### config.mk
export PLATFORM = sky130hd
export DESIGN_NAME = dual_rd_host
export DESIGN_NICKNAME = d
export VERILOG_FILES = /design/src/rtl/dual_rd_pkg.sv /design/src/rtl/sclk_divider.sv /design/src/rtl/dual_rd_host.sv
export SDC_FILE = /design/constraint.sdc
export NUM_CORES = 1
export LEC_CHECK = 0
export ABC_AREA = 1
export BUFFER_PORTS_ARGS = -buffer_cell sky130_fd_sc_hd__buf_2
export CORE_ASPECT_RATIO = 0.8
export CORE_MARGIN = 3
export CORE_UTILIZATION = 53
export CTS_CLUSTER_DIAMETER = 120
export DETAILED_ROUTE_END_ITERATION = 16
export PLACE_DENSITY = 0.73
export SYNTH_ARGS = -nofsm -noshare
export SYNTH_HDL_FRONTEND = slang
export SYNTH_SLANG_ARGS = --single-unit
### constraint.sdc
create_clock -name clk -period 1.6 [get_ports clk]
set_clock_uncertainty 0.05 [all_clocks]
set_input_delay 0.32 -clock clk [delete_from_list [all_inputs] [get_ports clk]]
set_output_delay 0.32 -clock clk [all_outputs]
set_load 0.03 [all_outputs]
### src/rtl/dual_rd_pkg.sv
// =====================================================================
// shared constants of the dual result reader
package dual_rd_pkg;
    localparam int          CLK_PERIOD_NS  = 10;
    localparam int          SCLK_PERIOD_NS = 160;
    // half period of the serial clock in system clock cycles
    localparam int          SCLK_HALF_CYC  =
        SCLK_PERIOD_NS / (2 * CLK_PERIOD_NS);
    localparam logic [5:0]  WORD_BITS_LONG  = 6'h10;
    localparam logic [5:0]  WORD_BITS_SHORT = 6'h0e;
    localparam logic [5:0]  TAIL_BITS       = 6'h0e;
    localparam logic [3:0]  GAP_CYC         = 4'h4;
    localparam logic [15:0] DUMMY_WORD      = 16'h0000;
    localparam logic [31:0] SHIFT_RESET     = 32'h0000_0000;

    typedef enum logic [2:0] {
        ST_IDLE,
        ST_ARM,
        ST_FRAME,
        ST_END,
        ST_GAP
    } rd_state_e;
endpackage

### src/rtl/sclk_divider.sv
`timescale 1ns/1ns
// =====================================================================
// serial clock divider: idles high, toggles every half period while run
module sclk_divider
    import dual_rd_pkg::*;
(
    input  wire logic clk,
    input  wire logic rstn,
    input  wire logic run,
    output logic      sclk_r,
    output logic      fall_tick_r,
    output logic      rise_tick_r
);
    logic [4:0] cnt_r;

    always_ff @(posedge clk or negedge rstn) begin
        if (!rstn) begin
            cnt_r       <= 5'h00;
            sclk_r      <= 1'b1;
            fall_tick_r <= 1'b0;
            rise_tick_r <= 1'b0;
        end else if (!run) begin
            cnt_r       <= 5'h00;
            sclk_r      <= 1'b1;
            fall_tick_r <= 1'b0;
            rise_tick_r <= 1'b0;
        end else if (cnt_r == 5'(SCLK_HALF_CYC - 1)) begin
            cnt_r       <= 5'h00;
            sclk_r      <= ~sclk_r;
            fall_tick_r <= sclk_r;
            rise_tick_r <= ~sclk_r;
        end else begin
            cnt_r       <= cnt_r + 5'h01;
            fall_tick_r <= 1'b0;
            rise_tick_r <= 1'b0;
        end
    end
endmodule

### src/rtl/dual_rd_host.sv
`timescale 1ns/1ns
// How it works
// RULE1: conversion-done falling edge starts a result read
// RULE2: transmit frame drives converter chip select
// RULE3: frame low per word, high between words
// RULE4: word is 16 or 14 bits
// RULE5: sample result bits on serial clock falling edge
// RULE6: both result lines captured together when enabled
// RULE7: second line uses the first port's clock
// RULE8: transmit frame also acts as receive frames
// RULE9: dummy control word sent, its frame starts read
// RULE10: continuous clock mode keeps clock and frame internal
// RULE11: converter drives MSB on chip select fall
// RULE12: held frame gives other result after 14 clocks
// RULE13: frame released after each word completes
module dual_rd_host
    import dual_rd_pkg::*;
(
    input  wire logic        clk,
    input  wire logic        rstn,
    input  wire logic        read_enable,
    input  wire logic        word_length_field,
    input  wire logic        secondary_receive_enable,
    input  wire logic        continuous_clock,
    input  wire logic        conv_busy,
    input  wire logic        result_out_first,
    input  wire logic        result_out_second,
    output logic             port0_transmit_clock,
    output logic             transmit_frame_sync,
    output logic             transmit_data,
    output logic             read_active,
    output logic             result_valid,
    output logic [15:0]      result_first,
    output logic [15:0]      result_second
);
    localparam int LEAD_MAX = 20;
    localparam int HALF_MAX = 9;

    // =================================================================
    // pin synchronisers
    logic busy_s1_r, busy_s2_r, busy_s3_r;
    logic da_s1_r, da_s2_r, db_s1_r, db_s2_r;

    always_ff @(posedge clk or negedge rstn) begin
        if (!rstn) begin
            busy_s1_r <= 1'b0;
            busy_s2_r <= 1'b0;
            busy_s3_r <= 1'b0;
            da_s1_r   <= 1'b0;
            da_s2_r   <= 1'b0;
            db_s1_r   <= 1'b0;
            db_s2_r   <= 1'b0;
        end else begin
            busy_s1_r <= conv_busy;
            busy_s2_r <= busy_s1_r;
            busy_s3_r <= busy_s2_r;
            da_s1_r   <= result_out_first;
            da_s2_r   <= da_s1_r;
            db_s1_r   <= result_out_second;
            db_s2_r   <= db_s1_r;
        end
    end

    logic busy_fall;
    assign busy_fall = busy_s3_r & ~busy_s2_r;

    // =================================================================
    // serial clock
    rd_state_e state_r;
    logic      run_r;
    logic      fall_tick, rise_tick;

    sclk_divider u_div (
        .clk         (clk),
        .rstn        (rstn),
        .run         (run_r),
        .sclk_r      (port0_transmit_clock),
        .fall_tick_r (fall_tick),
        .rise_tick_r (rise_tick)
    );

    always_ff @(posedge clk or negedge rstn) begin
        if (!rstn) begin
            run_r <= 1'b0;
        end else begin
            run_r <= continuous_clock || state_r == ST_ARM
                     || state_r == ST_FRAME || state_r == ST_END; // see RULE10
        end
    end

    // =================================================================
    // frame sequencing
    logic [5:0] bit_cnt_r;
    logic [5:0] word_bits_r;
    logic [5:0] total_bits_r;
    logic       dual_r;
    logic [3:0] gap_cnt_r;
    logic       frame_cmd;

    // in continuous clock mode arm on a rising edge so chip select never falls with the clock
    assign frame_cmd = !continuous_clock || rise_tick;

    always_ff @(posedge clk or negedge rstn) begin
        if (!rstn) begin
            state_r      <= ST_IDLE;
            bit_cnt_r    <= 6'h00;
            word_bits_r  <= WORD_BITS_LONG;
            total_bits_r <= WORD_BITS_LONG;
            dual_r       <= 1'b1;
            gap_cnt_r    <= 4'h0;
        end else begin
            case (state_r)
                ST_IDLE: begin
                    if (read_enable && busy_fall) begin // see RULE1
                        state_r     <= ST_ARM;
                        dual_r      <= secondary_receive_enable;
                        word_bits_r <= word_length_field ? WORD_BITS_LONG
                                                         : WORD_BITS_SHORT;
                        total_bits_r <= (word_length_field ? WORD_BITS_LONG
                                                           : WORD_BITS_SHORT)
                                        + (secondary_receive_enable
                                           ? 6'h00 : TAIL_BITS);
                    end
                end
                ST_ARM: begin
                    bit_cnt_r <= 6'h00;
                    if (frame_cmd) begin
                        state_r <= ST_FRAME;
                    end
                end
                ST_FRAME: begin
                    if (fall_tick) begin
                        bit_cnt_r <= bit_cnt_r + 6'h01;
                        if (bit_cnt_r == total_bits_r - 6'h01) begin
                            state_r <= ST_END; // see RULE4
                        end
                    end
                end
                ST_END: begin
                    if (rise_tick) begin // see RULE13
                        state_r   <= ST_GAP;
                        gap_cnt_r <= GAP_CYC;
                    end
                end
                ST_GAP: begin
                    gap_cnt_r <= gap_cnt_r - 4'h1;
                    if (gap_cnt_r == 4'h1) begin
                        state_r <= ST_IDLE;
                    end
                end
                default: state_r <= ST_IDLE;
            endcase
        end
    end

    // transmit frame is chip select and the internal receive frame
    always_ff @(posedge clk or negedge rstn) begin
        if (!rstn) begin
            transmit_frame_sync <= 1'b1;
        end else if (state_r == ST_ARM && frame_cmd) begin
            transmit_frame_sync <= 1'b0; // see RULE2 see RULE3 see RULE8
        end else if (state_r == ST_END && rise_tick) begin
            transmit_frame_sync <= 1'b1; // see RULE3 see RULE13
        end
    end

    always_ff @(posedge clk or negedge rstn) begin
        if (!rstn) begin
            read_active <= 1'b0;
        end else begin
            read_active <= state_r != ST_IDLE;
        end
    end

    // =================================================================
    // dummy control word, shifted out msb first on rising edges
    logic [15:0] tx_sh_r;

    always_ff @(posedge clk or negedge rstn) begin
        if (!rstn) begin
            tx_sh_r       <= DUMMY_WORD;
            transmit_data <= 1'b0;
        end else if (state_r == ST_ARM && frame_cmd) begin
            tx_sh_r       <= {DUMMY_WORD[14:0], 1'b0}; // see RULE9
            transmit_data <= DUMMY_WORD[15];
        end else if (state_r == ST_FRAME && rise_tick) begin
            tx_sh_r       <= {tx_sh_r[14:0], 1'b0};
            transmit_data <= tx_sh_r[15];
        end
    end

    // =================================================================
    // receive shifters, both on the same falling edge tick
    logic [31:0] sh_a_r;
    logic [15:0] sh_b_r;
    logic        sample;

    assign sample = state_r == ST_FRAME && fall_tick;

    always_ff @(posedge clk or negedge rstn) begin
        if (!rstn) begin
            sh_a_r <= SHIFT_RESET;
        end else if (state_r == ST_ARM) begin
            sh_a_r <= SHIFT_RESET;
        end else if (sample) begin
            sh_a_r <= {sh_a_r[30:0], da_s2_r}; // see RULE5 see RULE11
        end
    end

    always_ff @(posedge clk or negedge rstn) begin
        if (!rstn) begin
            sh_b_r <= 16'h0000;
        end else if (state_r == ST_ARM) begin
            sh_b_r <= 16'h0000;
        end else if (sample && dual_r) begin
            sh_b_r <= {sh_b_r[14:0], db_s2_r}; // see RULE6 see RULE7
        end
    end

    // =================================================================
    // result hand-off
    logic [15:0] single_first;

    // single-line read: the first word sits above the 14-bit tail
    assign single_first = 16'(sh_a_r >> TAIL_BITS) & ((16'h0001 << word_bits_r) - 16'h0001);

    always_ff @(posedge clk or negedge rstn) begin
        if (!rstn) begin
            result_first  <= 16'h0000;
            result_second <= 16'h0000;
            result_valid  <= 1'b0;
        end else if (state_r == ST_END && rise_tick) begin
            result_valid <= 1'b1;
            if (dual_r) begin
                result_first  <= sh_a_r[15:0];
                result_second <= sh_b_r;
            end else begin
                result_first  <= single_first;
                result_second <= {2'b00, sh_a_r[13:0]}; // see RULE12
            end
        end else begin
            result_valid <= 1'b0;
        end
    end

    // =================================================================
    // checks
    logic [5:0] fall_cnt_r;

    always_ff @(posedge clk or negedge rstn) begin
        if (!rstn) begin
            fall_cnt_r <= 6'h00;
        end else if (transmit_frame_sync) begin
            fall_cnt_r <= 6'h00;
        end else if (fall_tick) begin
            fall_cnt_r <= fall_cnt_r + 6'h01;
        end
    end
endmodule

==> impl_metrics.toml <==
[yosys]
netlist_top_cells_area = "dfrtp_1 (56%), nand2_1 (9.8%), inv_1 (6.0%)"
synth.distinct_cells = 31
postSynthNetCount = 573
postSynth.topFlopCell = "dfrtp_1"
ys_ff_latch = 117
syn-cell-area_um2 = 5030
mapped_cells = 555
postSynth.asyncResetShare = 1.00
synth-edff-count = 0
synth-seq-area-share = 0.583
yosysTopAreaCellShare = 0.557
synth.largest_area_cell = "dfrtp_1"
synth-warning-count = 0
synth_area_per_cell_um2 = 9.07

[floorplan]
die_h_um = 93.2
chipWidth_um = 115
initial_utilization = 0.550
num_io_pins = 46
die_area_um2 = 10700
coreArea_um2 = 9150
std_cell_rows = 31

[layout]
syn2layout_area_growth_pct = 22.7
finalInstanceArea_um2 = 6180
post_route_cells_drive_above_1_share = 0.193
final_common_cell = "nand2_1"
antenna_cells_inserted = 0
layout_fillers = 703
final_cells = 746
layout_common_cells = "nand2_1 (129), dfrtp_1 (112), inv_1 (77)"
final_util = 0.675
final_nets = 636

[sta]
fmax_ghz = 0.642
timing.final.ws_setup_ns = 0.0422
hold_violations = 0
period_share = 0.974
tns_ns = 0
finalSetupViolCount = 0
grt_setup_unrepaired = "true"
finalHoldWorstSlack_ns = 0.0765
final_max_slew_viol_count = 0
finalWorstPathRequiredPeriod_ns = 1.56

[worst_hold_path]
worst_hold_startpoint = "continuous_clock"
hp-class = "input port to flop"

[placement]
port_buffers = 44
placed_cell_area_um2 = 5490
place_worst_setup_slack_ns = -0.000808
half_perimeter_wire_length_of_the_detailed_placement_result_um = 7370
placed_cells = 709
final_estimated_routing_congestion_in_global_placement = 0.840

[cts]
cts_tree = "built"
cts-htree-levels = 4
worstSkewPairLatency_ns = 0.41
clockRootBuffer = "clkbuf_16"
clock_pin_transition_on_the_worst_setup_and_hold_timing_paths_ns = 0.06
ctsLongestPathBuffers = 2
tritoncts.num_buffers = 17
numClockSinks = 117

[power_and_ir_drop]
static_leakage_nw = 3.03
irDropWorstVdd_mv = 0.967
finalPower_mw = 9.80
power.density_cell_area_nw_per_um2 = 1590

[flow_run]
maxCapViolCount = 0

[setup_path]
critPathArrivalTime_ns = 1.80
timing.critical_path.fanout_max = 3
worstPathRequired_ns = 1.85
timing.critical_path.from = "total_bits_r[1]"
worst_setup_path_end_kind = "flop"
critPathKind = "flop to flop"
worstReg2RegStart = "total_bits_r[1]"
cp-start-kind = "flop"

[grt]
groute.usage.overall = 0.225
maximum_number_of_pins_on_one_net_before_global_route_repair = 40
grt_pass1_wl_um = 18900
grt_overflow = 0
number_of_global_route_vias_before_repair = 3993
grt_antenna_before_repair = 0

[route]
routed-via-count = 4007
drt_iter0_drc = 321
drc = 0
detail_route.wirelength_um = 11200
drt_pass1_iterations = 5
drtAntennaViolNets = 0
post_drt_via_cell_ratio = 5.37
wl_per_cell_um = 15.0

[run_status]
status = "completed"
registers in the layout (all words and copies together) (netlist names), 4 cells and up:
signal	count
bit_cnt_r	6
gap_cnt_r	4
result_first	16
result_second	16
sh_a_r	30
sh_b_r	16
total_bits_r	4
u_div.cnt_r	5
cells in the mapped netlist (2+ instances only):
cell / count
nand4_1: 4
buf_4: 3
dfrtp_1: 112
inv_2: 3
a21oi_1: 23
clkbuf_1: 12
nor2_4: 2
o21ai_0: 35
ha_1: 9
o31ai_1: 15
nand2_1: 131
nand3_1: 18
buf_2: 7
or2_2: 3
nor3_1: 5
o22ai_1: 46
inv_1: 80
nand2_2: 2
dfstp_2: 5
buf_6: 2
nor2_1: 28
metal layers:
layer	vias up	wire, µm	GRT usage
met1	1936	5360	0.325
met2	112	5110	0.334
met5	-	0	0
met3	12	604	0.0556
li1	1947	-	-
met4	0	114	0.0753
repair_timing:
action                                  4_1_cts  5_1_grt
hold endpoints to repair                     19        0
endpoints found under the setup margin        5       14
hold buffers                                  4        0
pin swaps                                     0        7
gates resized for setup                       4        7
buffers inserted                              0        1
cell type report:
type	count	area (µm²)	share of cell area
multi-input combinational	329	1680	0.272
clock buffer	19	453	0.0733
tap	115	144	0.0233
inverter	84	315	0.0511
sequential	117	2930	0.475
timing repair buffer	69	494	0.0800
clock inverter	13	156	0.0253
power by group:
group | switching [mW] | internal [mW]
Clock | 1.35 | 2.52
Combinational | 1.59 | 0.873
Sequential | 0.201 | 3.27
critical path, stage by stage, from the launching register on:
cell     delay (ns)
dfrtp_1        0.38
buf_4          0.15
ha_1           0.20
nand2_1        0.07
nand3_1        0.08
nor2_1         0.10
nand3_1        0.11
nand2_2        0.12
nand2_2        0.06
nand2_1        0.07
nand2_1        0.06
final timing paths:
check                                 endpoint  slack [ns]  cells after the start
hold / removal                           run_r        0.08                      2
max in group asynchronous  transmit_frame_sync        0.61                      3
hold reg to reg                        da_s2_r        0.30                      0
setup reg to reg                    state_r[0]        0.04                     10
setup / recovery                    state_r[0]        0.04                     10
min in group asynchronous         bit_cnt_r[1]        0.32                      2
cell families (layout without fill, tap and decap cells):
| logic type | after synthesis | after routing | share of synthesized area |
|---|---|---|---|
| AND/OR/NAND/NOR | 196 | 196 | 0.162 |
| AO/OA/AOI/OAI | 123 | 123 | 0.144 |
| flip-flops | 117 | 117 | 0.583 |
| buffers and inverters | 109 | 185 | 0.0882 |
| adder cells (fa/ha/maj) | 9 | 9 | 0.0224 |
| other | 1 | 1 | 0.000745 |
No activity file was read; power rests on OpenSTA's default activity.
